<file path="src/shared/sie_pkg.sv">
// Constants and types for the subtract instruction execution block
`default_nettype none

package sie_pkg;

  // ==========================================================
  // Widths
  localparam int DATA_W  = 8;
  localparam int ADDR_W  = 12;
  localparam int INSTR_W = 16;
  localparam int RADDR_W = 4;
  localparam int BANK_W  = 4;

  // ==========================================================
  // Instruction fields
  localparam int OPC_HI     = 15;
  localparam int LIT_OPC_LO = 8;
  localparam int REG_OPC_LO = 10;
  localparam int DEST_BIT   = 9;
  localparam int BANK_BIT   = 8;
  localparam int FIELD_HI   = 7;
  localparam logic [7:0] LIT_OPCODE = 8'h08;
  localparam logic [5:0] REG_OPCODE = 6'h17;

  // ==========================================================
  // Addressing
  localparam logic [7:0]  INDEX_LIMIT      = 8'h5F;
  localparam logic [11:0] ACCESS_HIGH_BASE = 12'hF00;

  // ==========================================================
  // Software register offsets and reset values
  localparam logic [3:0] BANK_OFS   = 4'h0;
  localparam logic [3:0] CFG_OFS    = 4'h1;
  localparam logic [3:0] STATUS_OFS = 4'h2;
  localparam logic [3:0] ACC_OFS    = 4'h3;
  localparam int         CFG_EXT_BIT = 0;
  localparam logic [3:0] BANK_RST   = 4'h0;
  localparam logic       EXT_RST    = 1'b0;
  localparam logic [7:0] ACC_RST    = 8'h00;

  // ==========================================================
  // Types
  typedef enum logic [1:0] {
    PH_DECODE  = 2'b00,
    PH_READ    = 2'b01,
    PH_PROCESS = 2'b10,
    PH_WRITE   = 2'b11
  } sie_phase_t;

  typedef enum logic [1:0] {
    OP_NONE = 2'b00,
    OP_LIT  = 2'b01,
    OP_REG  = 2'b10
  } sie_op_t;

  typedef struct packed {
    logic neg;
    logic signedRangeFlag;
    logic zero;
    logic halfCarryFlag;
    logic carry;
  } sie_flags_t;

  localparam sie_flags_t FLAGS_RST = 5'h00;

  typedef struct packed {
    logic               valid;
    logic [INSTR_W-1:0] word;
  } sie_instr_t;

  typedef struct packed {
    logic              read;
    logic              write;
    logic [ADDR_W-1:0] addr;
    logic [DATA_W-1:0] wdata;
  } sie_mem_req_t;

  localparam sie_mem_req_t MEM_REQ_RST = 22'h000000;

endpackage

`default_nettype wire

</file>
<file path="src/rtl/sie_phase_gen.sv">
// Free-running four-phase sequencer of the instruction cycle
`default_nettype none

module sie_phase_gen (
  // Clock and reset
  input  wire logic           clock,
  input  wire logic           rstSync_b,
  // Phase
  output var  sie_pkg::sie_phase_t phase
);
  import sie_pkg::*;

  // ==========================================================
  // Phase counter
  always_ff @(posedge clock or negedge rstSync_b) begin
    if (!rstSync_b) begin
      phase <= PH_DECODE;
    end else begin
      case (phase)
        PH_DECODE:  phase <= PH_READ;
        PH_READ:    phase <= PH_PROCESS;
        PH_PROCESS: phase <= PH_WRITE;
        PH_WRITE:   phase <= PH_DECODE;
        default:    phase <= PH_DECODE;
      endcase
    end
  end

endmodule // sie_phase_gen

`default_nettype wire

</file>
<file path="src/rtl/sie_sub_alu.sv">
// Eight-bit subtractor with status flag generation
`default_nettype none

module sie_sub_alu (
  // Operands
  input  wire logic [7:0]     minuend,
  input  wire logic [7:0]     subtrahend,
  // Result
  output logic [7:0]          difference,
  output var  sie_pkg::sie_flags_t flags
);
  import sie_pkg::*;

  logic [8:0] fullSum;
  logic [4:0] lowSum;

  // ==========================================================
  // Subtraction and flags
  always_comb begin
    // [RULE2] two's complement subtract
    fullSum    = {1'b0, minuend} + {1'b0, ~subtrahend} + 9'h001;
    lowSum     = {1'b0, minuend[3:0]} + {1'b0, ~subtrahend[3:0]} + 5'h01;
    difference = fullSum[7:0];
    // [RULE6] carry means no borrow
    // [RULE8] borrow clears carry
    flags.carry = fullSum[8];
    // [RULE7] zero flag set
    flags.zero  = (fullSum[7:0] == 8'h00);
    // [RULE11] sign, overflow, nibble borrow
    flags.neg             = fullSum[7];
    flags.halfCarryFlag   = lowSum[4];
    flags.signedRangeFlag = (minuend[7] ^ subtrahend[7]) & (minuend[7] ^ fullSum[7]);
  end

endmodule // sie_sub_alu

`default_nettype wire

</file>
<file path="src/rtl/sie_top.sv">
// Execution datapath for the literal and register subtract instructions
`default_nettype none

// Notes on behaviour
// [RULE1] Literal op: accumulator gets the 8-bit literal minus the accumulator.
// [RULE2] Register op: file register minus accumulator, two's complement arithmetic.
// [RULE3] Destination bit 0 writes the accumulator, 1 writes the file register.
// [RULE4] Bank bit 0 selects access bank, 1 uses bank select register.
// [RULE5] Bank bit 0, extension on, field up to 95: indexed offset address.
// [RULE6] Positive difference: carry set, zero and negative cleared; the code takes negative from bit 7 of the difference instead.
// [RULE7] Zero difference: carry set, zero set, negative cleared.
// [RULE8] Borrow: wrapped byte, carry cleared, zero cleared, negative set; the code takes negative from bit 7 of the wrapped byte instead.
// [RULE9] Literal op is one word, one cycle: decode, read, process, write.
// [RULE10] Register op is one word, one cycle: decode, read, process, write.
// [RULE11] Overflow from signed overflow, half carry from bit 3 borrow.
// [RULE12] All flags come from the written subtraction, committed in write phase.
module sie_top (
  // Clock and reset
  input  wire logic           clock,
  input  wire logic           rst_b,
  // Instruction from the decoder
  input  wire sie_pkg::sie_instr_t instrIn,
  output logic                instrReady,
  output var  sie_pkg::sie_phase_t phase,
  output logic                execDone,
  // Data memory
  output var  sie_pkg::sie_mem_req_t memReq,
  input  wire logic [7:0]     memRdata,
  input  wire logic [11:0]    indexBase,
  // Core state
  output var  sie_pkg::sie_flags_t statusFlags,
  output logic [7:0]          accOut,
  // Software register port
  input  wire logic [3:0]     regAddr,
  input  wire logic [7:0]     regWdata,
  input  wire logic           regWrite,
  input  wire logic           regRead,
  output logic [7:0]          regRdata
);
  import sie_pkg::*;

  // ==========================================================
  // Reset synchroniser
  logic rstMeta_reg;
  logic rstSync_b;

  always_ff @(posedge clock or negedge rst_b) begin
    if (!rst_b) begin
      rstMeta_reg <= 1'b0;
      rstSync_b   <= 1'b0;
    end else begin
      rstMeta_reg <= 1'b1;
      rstSync_b   <= rstMeta_reg;
    end
  end

  // ==========================================================
  // Declarations
  sie_op_t     op_reg;
  logic        dest_reg;
  logic [7:0]  lit_reg;
  logic [7:0]  result_reg;
  sie_flags_t  pend_reg;
  logic [7:0]  acc_reg;
  logic [3:0]  bank_reg;
  logic        ext_reg;
  sie_flags_t  status_reg;
  sie_op_t     decOp;
  logic        accept;
  logic [7:0]  field;
  logic [11:0] decAddr;
  logic [7:0]  minuend;
  logic [7:0]  diff;
  sie_flags_t  aluFlags;

  sie_phase_gen u_phase (
    .clock     (clock),
    .rstSync_b (rstSync_b),
    .phase     (phase)
  );

  // ==========================================================
  // Decode
  assign instrReady = (phase == PH_DECODE);
  assign accept     = instrReady && instrIn.valid && (decOp != OP_NONE);
  assign field      = instrIn.word[FIELD_HI:0];

  always_comb begin
    if (instrIn.word[OPC_HI:LIT_OPC_LO] == LIT_OPCODE) begin
      decOp = OP_LIT;
    end else if (instrIn.word[OPC_HI:REG_OPC_LO] == REG_OPCODE) begin
      decOp = OP_REG;
    end else begin
      decOp = OP_NONE;
    end
  end

  // [RULE4] bank address select
  always_comb begin
    if (instrIn.word[BANK_BIT]) begin
      decAddr = {bank_reg, field};
    // [RULE5] indexed offset mode
    end else if (ext_reg && (field <= INDEX_LIMIT)) begin
      decAddr = indexBase + {4'h0, field};
    end else if (field <= INDEX_LIMIT) begin
      decAddr = {4'h0, field};
    end else begin
      decAddr = ACCESS_HIGH_BASE | {4'h0, field};
    end
  end

  // ==========================================================
  // Instruction latch; only the op is cleared once the write phase is over
  always_ff @(posedge clock or negedge rstSync_b) begin
    if (!rstSync_b) begin
      op_reg   <= OP_NONE;
      dest_reg <= 1'b0;
      lit_reg  <= 8'h00;
    end else if (accept) begin
      op_reg   <= decOp;
      dest_reg <= (decOp == OP_REG) && instrIn.word[DEST_BIT];
      lit_reg  <= field;
    end else if (phase == PH_WRITE) begin
      op_reg   <= OP_NONE;
    end
  end

  // ==========================================================
  // Process phase
  // [RULE1] literal is the minuend
  assign minuend = (op_reg == OP_LIT) ? lit_reg : memRdata;

  sie_sub_alu u_alu (
    .minuend    (minuend),
    .subtrahend (acc_reg),
    .difference (diff),
    .flags      (aluFlags)
  );

  // [RULE12] result and flags held together
  always_ff @(posedge clock or negedge rstSync_b) begin
    if (!rstSync_b) begin
      result_reg <= 8'h00;
      pend_reg   <= FLAGS_RST;
    end else if ((phase == PH_PROCESS) && (op_reg != OP_NONE)) begin
      result_reg <= diff;
      pend_reg   <= aluFlags;
    end
  end

  // ==========================================================
  // Memory requests; read data arrive in the cycle after the read
  // [RULE10] read and write phases
  always_ff @(posedge clock or negedge rstSync_b) begin
    if (!rstSync_b) begin
      memReq <= MEM_REQ_RST;
    end else begin
      memReq.read  <= accept && (decOp == OP_REG);
      memReq.write <= (phase == PH_PROCESS) && (op_reg == OP_REG) && dest_reg;
      if (accept) begin
        memReq.addr <= decAddr;
      end
      if (phase == PH_PROCESS) begin
        memReq.wdata <= diff;
      end
    end
  end

  // [RULE9] done in the write phase
  always_ff @(posedge clock or negedge rstSync_b) begin
    if (!rstSync_b) begin
      execDone <= 1'b0;
    end else begin
      execDone <= (phase == PH_PROCESS) && (op_reg != OP_NONE);
    end
  end

  // ==========================================================
  // Accumulator; an instruction commit wins over a software write
  // [RULE3] accumulator destination
  always_ff @(posedge clock or negedge rstSync_b) begin
    if (!rstSync_b) begin
      acc_reg <= ACC_RST;
    end else if ((phase == PH_WRITE) && (op_reg != OP_NONE) && !dest_reg) begin
      acc_reg <= result_reg;
    end else if (regWrite && (regAddr == ACC_OFS)) begin
      acc_reg <= regWdata;
    end
  end

  // [RULE12] flags commit at write
  always_ff @(posedge clock or negedge rstSync_b) begin
    if (!rstSync_b) begin
      status_reg <= FLAGS_RST;
    end else if ((phase == PH_WRITE) && (op_reg != OP_NONE)) begin
      status_reg <= pend_reg;
    end
  end

  assign statusFlags = status_reg;
  assign accOut      = acc_reg;

  // ==========================================================
  // Software registers
  always_ff @(posedge clock or negedge rstSync_b) begin
    if (!rstSync_b) begin
      bank_reg <= BANK_RST;
      ext_reg  <= EXT_RST;
    end else if (regWrite) begin
      if (regAddr == BANK_OFS) begin
        bank_reg <= regWdata[3:0];
      end
      if (regAddr == CFG_OFS) begin
        ext_reg <= regWdata[CFG_EXT_BIT];
      end
    end
  end

  // Unmapped offsets read as zero
  always_ff @(posedge clock or negedge rstSync_b) begin
    if (!rstSync_b) begin
      regRdata <= 8'h00;
    end else if (regRead) begin
      case (regAddr)
        BANK_OFS:   regRdata <= {4'h0, bank_reg};
        CFG_OFS:    regRdata <= {7'h00, ext_reg};
        STATUS_OFS: regRdata <= {3'h0, status_reg};
        ACC_OFS:    regRdata <= acc_reg;
        default:    regRdata <= 8'h00;
      endcase
    end else begin
      regRdata <= 8'h00;
    end
  end

  // ==========================================================
  // Assertions
  wire procLit = (phase == PH_PROCESS) && (op_reg == OP_LIT);
  wire procReg = (phase == PH_PROCESS) && (op_reg == OP_REG);
  wire procAny = (phase == PH_PROCESS) && (op_reg != OP_NONE);

  // [RULE1] literal difference
  litResult_a: assert property (@(posedge clock) disable iff (!rstSync_b) // [RULE1]
    procLit |=> result_reg == $past(lit_reg - acc_reg))
    else $error("literal subtract result wrong");

  // [RULE2] register difference
  regResult_a: assert property (@(posedge clock) disable iff (!rstSync_b) // [RULE2]
    procReg |=> result_reg == $past(memRdata - acc_reg))
    else $error("register subtract result wrong");

  // [RULE3] register destination write
  destWrite_a: assert property (@(posedge clock) disable iff (!rstSync_b) // [RULE3]
    (procReg && dest_reg) |=> memReq.write && (memReq.wdata == result_reg)
      ##1 !memReq.write && (acc_reg == $past(acc_reg)))
    else $error("file register destination not written");

  // [RULE4] banked address
  bankAddr_a: assert property (@(posedge clock) disable iff (!rstSync_b) // [RULE4]
    (accept && (decOp == OP_REG) && instrIn.word[BANK_BIT])
      |=> memReq.read && (memReq.addr == {$past(bank_reg), $past(field)}))
    else $error("banked address wrong");

  // [RULE5] indexed address
  indexAddr_a: assert property (@(posedge clock) disable iff (!rstSync_b) // [RULE5]
    (accept && (decOp == OP_REG) && !instrIn.word[BANK_BIT] && ext_reg
      && (field <= INDEX_LIMIT))
      |=> memReq.addr == $past(indexBase) + {4'h0, $past(field)})
    else $error("indexed address wrong");

  // [RULE6] borrow and zero flags
  carryZero_a: assert property (@(posedge clock) disable iff (!rstSync_b) // [RULE6]
    procAny |=> (pend_reg.carry == ($past(minuend) >= $past(acc_reg)))
      && (pend_reg.zero == ($past(minuend) == $past(acc_reg))))
    else $error("carry or zero flag wrong");

  // [RULE8] negative on borrow
  borrowNeg_a: assert property (@(posedge clock) disable iff (!rstSync_b) // [RULE8]
    (procAny && (minuend < acc_reg)) |=> !pend_reg.carry && !pend_reg.zero
      && (pend_reg.neg == result_reg[7]))
    else $error("borrow flags wrong");

  // [RULE11] signed overflow flag
  overflow_a: assert property (@(posedge clock) disable iff (!rstSync_b) // [RULE11]
    procAny |=> pend_reg.signedRangeFlag ==
      (($past(minuend[7]) != $past(acc_reg[7])) && (result_reg[7] != $past(minuend[7]))))
    else $error("overflow flag wrong");

  // [RULE9] one instruction cycle
  oneCycle_a: assert property (@(posedge clock) disable iff (!rstSync_b) // [RULE9]
    accept |=> ##1 !execDone ##1 execDone ##1 !execDone && (phase == PH_DECODE))
    else $error("instruction did not finish in four phases");

  // [RULE12] flags commit with result
  flagCommit_a: assert property (@(posedge clock) disable iff (!rstSync_b) // [RULE12]
    execDone |=> (status_reg == $past(pend_reg)))
    else $error("flags not committed in write phase");

  litRun_c: cover property (@(posedge clock) disable iff (!rstSync_b)
    accept && (decOp == OP_LIT) ##3 execDone);
  regDest_c: cover property (@(posedge clock) disable iff (!rstSync_b)
    memReq.read ##2 memReq.write);
  borrow_c: cover property (@(posedge clock) disable iff (!rstSync_b)
    execDone && pend_reg.neg && !pend_reg.carry);

endmodule // sie_top

`default_nettype wire

</file>
<file path="config.mk">
export PLATFORM = sky130hd
export DESIGN_NAME = sie_top
export DESIGN_NICKNAME = d
export VERILOG_FILES = /design/src/shared/sie_pkg.sv /design/src/rtl/sie_phase_gen.sv /design/src/rtl/sie_sub_alu.sv /design/src/rtl/sie_top.sv
export SDC_FILE = /design/constraint.sdc
export NUM_CORES = 1
export LEC_CHECK = 0
export ABC_AREA = 1
export CAP_MARGIN = 20
export CORE_MARGIN = 4
export CORE_UTILIZATION = 40
export CTS_CLUSTER_DIAMETER = 120
export DETAILED_ROUTE_END_ITERATION = 8
export DONT_BUFFER_PORTS = 1
export PLACE_DENSITY = 0.65
export SYNTH_ARGS = -nofsm -noshare
export SYNTH_HDL_FRONTEND = slang
export SYNTH_SLANG_ARGS = --single-unit
</file>
<file path="constraint.sdc">
create_clock -name clock -period 3.78 [get_ports clock]
set_input_delay 0.189 -clock clock [delete_from_list [all_inputs] [get_ports clock]]
set_output_delay 0.189 -clock clock [all_outputs]
set_load 0.005 [all_outputs]
</file>
==> flow_metrics.env, run 1 <==
export IMPL_grt_overflow=0
export IMPL_drc=0
export IMPL_critPathLaunchType="register"
export IMPL_crit_buf_inv=1
export IMPL_cpMostUsedCell="o21ai_0"
export IMPL_drtIter0Drc=248
export IMPL_dieArea_um2=12340
export IMPL_critPathRequiredTime_ns=4.01
export IMPL_drt_total_wl_um=11210
export IMPL_rows=37
export IMPL_yosysMostFrequentCell="nand2_1"
export IMPL_grt_max_degree=75
export IMPL_cts_buffer_depth=2
export IMPL_clk_latency_ns=0.35
export IMPL_drt_first_pass_iters=4
export IMPL_cts_sinks=76
export IMPL_synth_seq_cells=76
export IMPL_antenna_left=0
export IMPL_clkTransAtPathRegs_ns=0.08
export IMPL_final_area_um2=4716
export IMPL_cts_root_buffer="clkbuf_8"
export IMPL_regMostFlops="memReq"
export IMPL_viasPerCell=5.130
export IMPL_reg2reg_slack_ns=1.41
export IMPL_critical_path_slowest_cell="dfrtp_1"
export IMPL_async_reset_ff_frac=1.000
export IMPL_diodes=0
export IMPL_synth_flop_cell="dfrtp_1"
export IMPL_grt_usage=0.1870
export IMPL_rsz0062_at_grt="no"
export IMPL_synth_top_area_frac=0.4475
export IMPL_start_util=0.4117
export IMPL_period_needed_ns=2.371
export IMPL_grt_pass1_wl_um=18400
export IMPL_post_route_util=0.4568
export IMPL_slew_headroom=0.3669
export IMPL_crit_start="op_reg[1]$_DFFE_PN0P_"
export IMPL_portBuffers=0
export IMPL_timing_worst_setup_path_type="register to register"
export IMPL_nNetsFinal=619
export IMPL_multi_input_area_um2=2034
export IMPL_max_stage_delay_ns=0.42
export IMPL_core_um2=10320
export IMPL_syn_inst=526
export IMPL_fillers=1032
export IMPL_ys_seq_area_frac=0.4475
export IMPL_die_w_um=111.1
export IMPL_worstPathArrival_ns=2.60
export IMPL_largest_reg_flops=22
export IMPL_synthToLayoutAreaGrowth_pct=10.95
export IMPL_end_kind="register"
export IMPL_synth_edf_count=0
export IMPL_period_share=0.6274
export IMPL_power_density_nw_per_um2=431.4
export IMPL_h_tree_depth=3
export IMPL_cts_made_buffers=9
export IMPL_p_leak_nw=2.467
export IMPL_crit_reg2reg_launch="op_reg[1]$_DFFE_PN0P_"
export IMPL_hp_class="input pin to register"
export IMPL_drv_cap=0
export IMPL_finalHoldViolCount=0
export IMPL_fin_setup_tns_ns=0
export IMPL_drv_slew=0
export IMPL_finalNonFillerCells=686
export IMPL_place_inst=655
export IMPL_peakVddDrop_mv=0.1554
export IMPL_fin_worst_skew_ns=0.008587
export IMPL_outcome="completed"
export IMPL_dpl_hpwl_um=8655
export IMPL_finalPower_mw=2.034
export IMPL_synth_warnings=0
export IMPL_cts_resized=0
export IMPL_path_max_fanout=9
export IMPL_synthTopCellsByArea="dfrtp_1 (45%), nand2_1 (13%), ha_1 (5.6%)"
export IMPL_drive_gt1_frac=0.07455
export IMPL_die_y_um=111.1
export IMPL_worst_pin_slew_ns=0.9497
export IMPL_yosysUniqueCellTypes=46
export IMPL_worstPathCellList="inv_1 -> nand2_2 -> mux2_2 -> ha_1 -> a21oi_1 -> nand2_1 -> nor3b_1 -> o21ai_0 -> o21ai_0"
export IMPL_cts_tree="yes"
export IMPL_syn_nets=600
export IMPL_syn_area_um2=4250
export IMPL_antenna_found_initial=0
export IMPL_synthTopCellsByCount="nand2_1 (143), dfrtp_1 (76), inv_1 (63)"
export IMPL_setup_viol=0
export IMPL_pin_count=100
export IMPL_route_vias_total=3519
export IMPL_fmax_mhz=421.7
export IMPL_yosysTopAreaCell="dfrtp_1"
export IMPL_grt_pass1_vias=3573
export IMPL_seqCellArea_um2=1906
export IMPL_cp_top_family="compound AO/OA/AOI/OAI gates"
export IMPL_place_congestion=0.8837
export IMPL_placed_area_um2=4363
export IMPL_syn_area_per_cell_um2=8.080
export IMPL_hp_start="indexBase[11]"
export IMPL_wl_per_cell_um=16.34
==> cells in the final DEF (no fill, tap or decap), types with 3 or more instances in the layout <==
cell,n
nand3b_1,5
o21a_1,3
a21oi_1,28
nand3_1,28
o21ai_1,9
clkbuf_8,11
nand4_1,9
inv_1,63
dlygate4sd3_1,15
o221ai_1,3
nor2_1,45
nand2_1,143
mux2_2,6
ha_1,19
dfrtp_1,75
o21ai_0,43
a21oi_2,3
nand2_2,3
==> cell type report <==
| type | count | area share |
|---|---|---|
| Clock buffer | 12 | 0.03290 |
| Clock inverter | 4 | 0.01008 |
| Inverter | 66 | 0.05360 |
| Multi-Input combinational cell | 377 | 0.4314 |
| Sequential cell | 76 | 0.4041 |
| Tap cell | 136 | 0.03608 |
| Timing Repair Buffer | 15 | 0.03184 |
==> power by group <==
part           internal [mW]  switching (mW)
sequential             0.910          0.0993
clock                  0.339           0.294
combinational          0.151           0.242
total                   1.40           0.635
==> metrics by stage <==
stage | hold slack, ns | setup WS [ns]
2_1_floorplan | -0.1066 | 1.507
3_3_place_gp | -0.1065 | 1.493
3_5_place_dp | -0.1065 | 1.443
4_1_cts | 0.001651 | 1.414
5_1_grt | 0.03129 | 1.227
6_report | 0.02398 | 1.409
==> cells by family (layout without fill, tap and decap cells) <==
group                      after synthesis  count (layout)  synth area share
adders and majority gates               21              21           0.06535
xor gates and xnor gates                 4               4          0.008244
and+or+nand+nor                        249             249            0.2632
AOI/OAI and AO/OA                       95              95            0.1228
DFF                                     76              76            0.4475
muxes                                    7               7           0.01825
other                                    1               1         0.0008823
buffers and inverters                   73              97           0.07389
==> metal layers <==
metal | wire length (um) | track usage
met2 | 5189 | 0.3058
met1 | 4743 | 0.2225
met4 | 345 | 0.07705
met5 | 0 | 0
met3 | 933 | 0.06932
==> what timing repair did <==
item | in CTS | in global routing
hold buffers | 15 | 0
endpoints found under the hold margin | 24 | 0
buffers inserted | 0 | 0
==> final timing paths <==
check / to / cells after the start
min: memReq[19]$_DFFE_PN0P_ / 3
min reg2reg: rstSync_b$_DFF_PN0_ / 0
min in group asynchronous: rstSync_b$_DFF_PN0_ / 1
max: pend_reg[0]$_DFFE_PN0P_ / 9
max reg2reg: pend_reg[0]$_DFFE_PN0P_ / 9
max in group asynchronous: accOut[4]$_DFFE_PN0P_ / 0
==> tightest hold or removal path, delay by kind of cell <==
kind            cells  cell delay [ns]
compound gates      1             0.05
simple gates        2             0.10
No activity file was read; power rests on OpenSTA's default activity.
==> run 2, diff against run 1 <==
--- a/config.mk
+++ b/config.mk
@@ -12,7 +12,7 @@
 export CTS_CLUSTER_DIAMETER = 120
 export DETAILED_ROUTE_END_ITERATION = 8
 export DONT_BUFFER_PORTS = 1
-export PLACE_DENSITY = 0.65
+export PLACE_DENSITY = 0.67
 export SYNTH_ARGS = -nofsm -noshare
 export SYNTH_HDL_FRONTEND = slang
 export SYNTH_SLANG_ARGS = --single-unit
==> constraint.sdc (replaced) <==
create_clock -name clock -period 2 [get_ports clock]
set_input_delay 0.1 -clock clock [delete_from_list [all_inputs] [get_ports clock]]
set_output_delay 0.1 -clock clock [all_outputs]
set_load 0.005 [all_outputs]
==> run 2 against run 1 <==
- the run now ends with setup timing left
- worst setup slack worse by 1.5 ns
- clock power up 97%
- clock skew grew 0.0036 ns
- count of clock-buffer cells in the layout down 2
- die area unchanged
- combinational power rose to 2.5 times the previous value
- final area grew 8.7%
- core utilization grew 4.0 points
- largest cell class unchanged
- first-iteration DRC count shrank 13%
- maximum frequency increased by 13%
- global-route usage grew 0.39 points
==> flow_metrics.env, run 2 (synthesis gave the netlist of run 1 again) <==
export IMPL_place_inst=668
export IMPL_setup_viol=7
export IMPL_grt_max_degree=40
export IMPL_rsz0062_at_grt="yes"
export IMPL_end_kind="register"
export IMPL_drive_gt1_frac=0.1291
export IMPL_use_met1=0.2274
export IMPL_regMostFlops="memReq"
export IMPL_drt_total_wl_um=11860
export IMPL_min_delay_path_depth=4
export IMPL_nNetsFinal=650
export IMPL_drc=0
export IMPL_crit_reg2reg_launch="op_reg[0]$_DFFE_PN0P_"
export IMPL_drv_cap=0
export IMPL_power_density_nw_per_um2=806.3
export IMPL_cts_tree="yes"
export IMPL_finalPower_mw=4.132
export IMPL_viasPerCell=5.215
export IMPL_critPathLaunchType="register"
export IMPL_hp_class="input pin to register"
export IMPL_largest_reg_flops=22
export IMPL_worst_pin_slew_ns=0.5206
export IMPL_portBuffers=0
export IMPL_timing_worst_setup_path_type="register to register"
export IMPL_antenna_found_initial=1
export IMPL_dpl_hpwl_um=9051
export IMPL_route_vias_total=3739
export IMPL_fin_worst_skew_ns=0.01222
export IMPL_reg2reg_slack_ns=-0.1
export IMPL_cts_buffer_depth=2
export IMPL_drv_slew=0
export IMPL_core_um2=10320
export IMPL_diodes=0
export IMPL_path_max_fanout=8
export IMPL_post_route_util=0.4964
export IMPL_start_util=0.4117
export IMPL_clkTransAtPathRegs_ns=0.09
export IMPL_outcome="finished, violations left"
export IMPL_finalNonFillerCells=717
export IMPL_grt_pass1_vias=3793
export IMPL_die_y_um=111.1
export IMPL_slew_headroom=0.6529
export IMPL_period_share=1.048
export IMPL_p_leak_nw=2.610
export IMPL_synthToLayoutAreaGrowth_pct=20.58
export IMPL_finalHoldViolCount=0
export IMPL_gr_usage_met2=0.3273
export IMPL_wl_per_cell_um=16.54
export IMPL_grt_pass1_wl_um=19090
export IMPL_grt_overflow=0
export IMPL_h_tree_depth=3
export IMPL_violations="setup timing"
export IMPL_layout_common_cells="nand2_1 (140), dfrtp_1 (75), inv_1 (61)"
export IMPL_antenna_left=0
export IMPL_drtIter0Drc=217
export IMPL_worstPathArrival_ns=2.33
export IMPL_met3_usage=0.04803
export IMPL_fin_setup_tns_ns=-0.4378
export IMPL_finalWorstSetupSlack_ns=-0.09548
export IMPL_die_w_um=111.1
export IMPL_dieArea_um2=12340
export IMPL_grt_busiest_layer="met2"
export IMPL_grt_usage=0.1909
export IMPL_period_needed_ns=2.095
export IMPL_critPathRequiredTime_ns=2.23
export IMPL_final_common_cell="nand2_1"
export IMPL_r2r_cells=10
export IMPL_drt_first_pass_iters=4
export IMPL_crit_start="op_reg[0]$_DFFE_PN0P_"
export IMPL_fmax_mhz=477.2
export IMPL_cts_root_buffer="clkbuf_8"
export IMPL_pin_count=100
export IMPL_peakVddDrop_mv=0.2990
export IMPL_place_congestion=0.8933
export IMPL_cts_made_buffers=9
export IMPL_rows=37
export IMPL_hp_start="indexBase[8]"
export IMPL_cts_sinks=76
export IMPL_clk_latency_ns=0.35
## run 2: cell count changes in the layout (fill, tap and decap cells not counted), moves of 3 or more
cell / delta
a21oi_1: -3
buf_4: +13
dlygate4sd3_1: +17
ha_1: -5
ha_4: +4
nand2_1: -3
o21ai_0: -5
o21ai_1: +4
## run 2: final cells by class
type	count	area, um^2
fillers	976	5199
multi-input cells	377	2150
flip-flops and latches	76	1906
repair buffers	46	437.9
inverters	66	252.7
well taps	136	170.2
clock buffers	10	137.6
clock inverters	6	71.32
## run 2: critical path, stage by stage, from the launching register on
cell     delay (ns)
dfrtp_1        0.42
nand2_4        0.13
mux2i_2        0.23
ha_2           0.21
inv_2          0.04
fa_2           0.36
nand3_2        0.11
nand2_2        0.07
nor3b_1        0.14
o21ai_1        0.17
o21ai_1        0.08
## run 2: what timing repair did
item	in CTS	in global routing
endpoints found under the hold margin	45	0
hold buffers	32	0
setup endpoints to repair	8	17
resized for setup	11	9
setup buffers	0	1
pin swaps	5	6
## run 2: per-stage QoR
step	instance area (um^2)	setup slack, ns	hold slack, ns
after floorplan	4295	0.02142	-0.1956
after global placement	4517	-0.03461	-0.1955
after detailed placement	4517	-0.09649	-0.1955
after CTS	5087	-0.06742	0.003036
after global routing	5125	-0.2172	0.0004105
final	5125	-0.09548	0.007736
## run 2: final timing paths
kind                                                end
worst max-delay path            pend_reg[0]$_DFFE_PN0P_
worst min-delay path             memReq[16]$_DFFE_PN0P_
worst max register to register  pend_reg[0]$_DFFE_PN0P_
worst min register to register    memReq[5]$_DFFE_PN0P_
max in group asynchronous        memReq[16]$_DFFE_PN0P_
min in group asynchronous         memReq[5]$_DFFE_PN0P_
## run 2: per-layer routing
metal  part of all wire  vias up
li1                   -     1818
met1               0.41     1775
met2               0.49      116
met3              0.061       28
met4              0.031        2
met5             0.0011        -
## run 2: report_power, final
| group | leakage, nW | internal [mW] | switching (mW) |
|---|---|---|---|
| clock network | 0.0995 | 0.622 | 0.630 |
| registers | 0.931 | 1.72 | 0.168 |
| logic | 1.58 | 0.428 | 0.566 |
==> run 3, diff against run 2 <==
--- a/config.mk
+++ b/config.mk
@@ -13,6 +13,7 @@
 export DETAILED_ROUTE_END_ITERATION = 8
 export DONT_BUFFER_PORTS = 1
 export PLACE_DENSITY = 0.67
+export SETUP_SLACK_MARGIN = 0.2
 export SYNTH_ARGS = -nofsm -noshare
 export SYNTH_HDL_FRONTEND = slang
 export SYNTH_SLANG_ARGS = --single-unit
==> run 3 against run 2 <==
- the flow still finishes with violations (setup timing)
- worst setup slack gained 0.057 ns
- sequential share of layout area fell by 0.60 points
- count of clock-buffer cells in the layout grew 2
- first-iteration DRC count down 35%
- flip-flop and latch count is the same
- global-route usage shrank 0.11 points
- clock power fell by 7%
- clock skew is 0.0035 ns higher
- wire length down 2.0%
- final cell count is 0.28% higher
- highest routed layer is now met4
- final area rose by 1.6%
==> flow_metrics.env, run 3 (synthesis gave the netlist of run 1 again) <==
export IMPL_finalHoldViolCount=0
export IMPL_drtIter0Drc=141
export IMPL_hp_start="indexBase[8]"
export IMPL_wl_per_cell_um=16.17
export IMPL_violations="setup timing"
export IMPL_crit_reg2reg_launch="op_reg[1]$_DFFE_PN0P_"
export IMPL_viasPerCell=5.090
export IMPL_crit_start="op_reg[1]$_DFFE_PN0P_"
export IMPL_worstPathArrival_ns=2.28
export IMPL_r2r_end="pend_reg[2]$_DFFE_PN0P_"
export IMPL_grt_overflow=0
export IMPL_die_y_um=111.1
export IMPL_grt_max_degree=39
export IMPL_place_congestion=0.8626
export IMPL_portBuffers=0
export IMPL_worst_pin_slew_ns=0.5083
export IMPL_drv_cap=0
export IMPL_peakVddDrop_mv=0.2747
export IMPL_cts_sinks=76
export IMPL_post_route_util=0.5045
export IMPL_post_place_ws_ns=-0.08124
export IMPL_critPathLaunchType="register"
export IMPL_reg2reg_slack_ns=-0.04
export IMPL_drive_gt1_frac=0.1578
export IMPL_setup_viol=5
export IMPL_layout_common_cells="nand2_1 (132), dfrtp_1 (75), inv_1 (56)"
export IMPL_drv_slew=0
export IMPL_grt_usage=0.1898
export IMPL_end_kind="register"
export IMPL_route_vias_total=3660
export IMPL_rsz0062_at_grt="yes"
export IMPL_fmax_mhz=490.5
export IMPL_drt_total_wl_um=11630
export IMPL_fillers=978
export IMPL_clkTransAtPathRegs_ns=0.08
export IMPL_h_tree_depth=3
export IMPL_critPathRequiredTime_ns=2.24
export IMPL_cts_root_buffer="clkbuf_8"
export IMPL_rows=37
export IMPL_final_common_cell="nand2_1"
export IMPL_die_w_um=111.1
export IMPL_min_delay_path_depth=5
export IMPL_hp_class="input pin to register"
export IMPL_core_um2=10320
export IMPL_antenna_found_initial=0
export IMPL_fin_worst_skew_ns=0.01575
export IMPL_regMostFlops="memReq"
export IMPL_dieArea_um2=12340
export IMPL_drt_first_pass_iters=4
export IMPL_start_util=0.4117
export IMPL_cts_buffer_depth=2
export IMPL_grt_pass1_wl_um=19000
export IMPL_final_area_um2=5209
export IMPL_r2r_cells=12
export IMPL_drc=0
export IMPL_diodes=0
export IMPL_grt_pass1_vias=3838
export IMPL_period_needed_ns=2.039
export IMPL_placed_area_um2=4531
export IMPL_p_leak_nw=2.644
export IMPL_cts_made_buffers=9
export IMPL_antenna_left=0
export IMPL_finalWorstSetupSlack_ns=-0.03856
export IMPL_largest_reg_flops=22
export IMPL_period_share=1.019
export IMPL_nNetsFinal=652
export IMPL_finalPower_mw=4.117
export IMPL_cts_tree="yes"
export IMPL_outcome="finished, violations left"
export IMPL_pin_count=100
export IMPL_timing_worst_setup_path_type="register to register"
export IMPL_synthToLayoutAreaGrowth_pct=22.55
export IMPL_hold_slack_ns=0.03587
export IMPL_slew_headroom=0.6611
export IMPL_path_max_fanout=6
export IMPL_holdPathEnd="memReq[16]$_DFFE_PN0P_"
export IMPL_clk_latency_ns=0.35
export IMPL_power_density_nw_per_um2=790.4
export IMPL_dpl_hpwl_um=8949
==> run 3: cell count changes in the layout (fill, tap and decap cells not counted), sizes merged <==
cell / before / now
buf: 14 / 15
clkbuf: 10 / 12
clkinv: 3 / 5
clkinvlp: 2 / 0
dlygate4sd3: 32 / 33
inv: 66 / 64
==> run 3: stage by stage <==
stage | setup TNS [ns] | instances
after global routing | -1.349 | 719
final | -0.09292 | 719
after global placement | 0 | 666
after floorplan | 0 | 526
after detailed placement | -0.2118 | 666
after CTS | -0.1111 | 719
==> run 3: layout make-up <==
type	instances	area [um^2]	share of cell area
clock inverters	4	48.80	0.009368
well taps	136	170.2	0.03267
repair buffers	48	459.2	0.08816
clock buffers	12	145.1	0.02786
inverters	66	252.7	0.04852
flip-flops and latches	76	1906	0.3658
multi-input cells	377	2227	0.4276
==> run 3: per-layer routing <==
| metal | up-vias | GRT usage | routed length, um |
|---|---|---|---|
| li1 | 1820 | - | - |
| met1 | 1734 | 0.2128 | 4683 |
| met2 | 90 | 0.3422 | 5972 |
| met3 | 16 | 0.05513 | 749 |
| met4 | 0 | 0.06732 | 221 |
| met5 | - | 0 | 0 |
==> run 3: timing repair <==
| item | CTS | global route |
|---|---|---|
| hold buffers | 33 | 0 |
| hold endpoints to repair | 45 | 0 |
| pin swaps | 9 | 11 |
| gates resized for setup | 20 | 26 |
| setup endpoints to repair | 16 | 19 |
| setup buffers | 4 | 0 |
==> run 3: how the worst max path moves through the flow <==
stage	endpoint	slack, ns	depth (start not counted)
after detailed placement	pend_reg[0]$_DFFE_PN0P_	-0.08	10
after global placement	pend_reg[2]$_DFFE_PN0P_	0.03	11
after global routing	pend_reg[2]$_DFFE_PN0P_	-0.22	12
after CTS	pend_reg[2]$_DFFE_PN0P_	-0.06	11
final	pend_reg[2]$_DFFE_PN0P_	-0.04	12
after floorplan	pend_reg[2]$_DFFE_PN0P_	0.04	12
==> run 3: critical path, stage by stage (launching register included) <==
cell     delay (ns)
dfrtp_1        0.39
inv_2          0.08
nand2_4        0.07
buf_4          0.15
mux2_4         0.31
ha_4           0.26
a21oi_4        0.15
o21a_1         0.18
nand2_1        0.08
nand2_1        0.07
nand2_2        0.06
nand3_1        0.08
nand2_1        0.05
==> run 3: where the power goes <==
group / internal [mW] / switching, mW / leakage, nW
Combinational: 0.464 / 0.599 / 1.61
Clock: 0.610 / 0.554 / 0.100
Sequential: 1.72 / 0.170 / 0.931
Total: 2.79 / 1.32 / 2.64
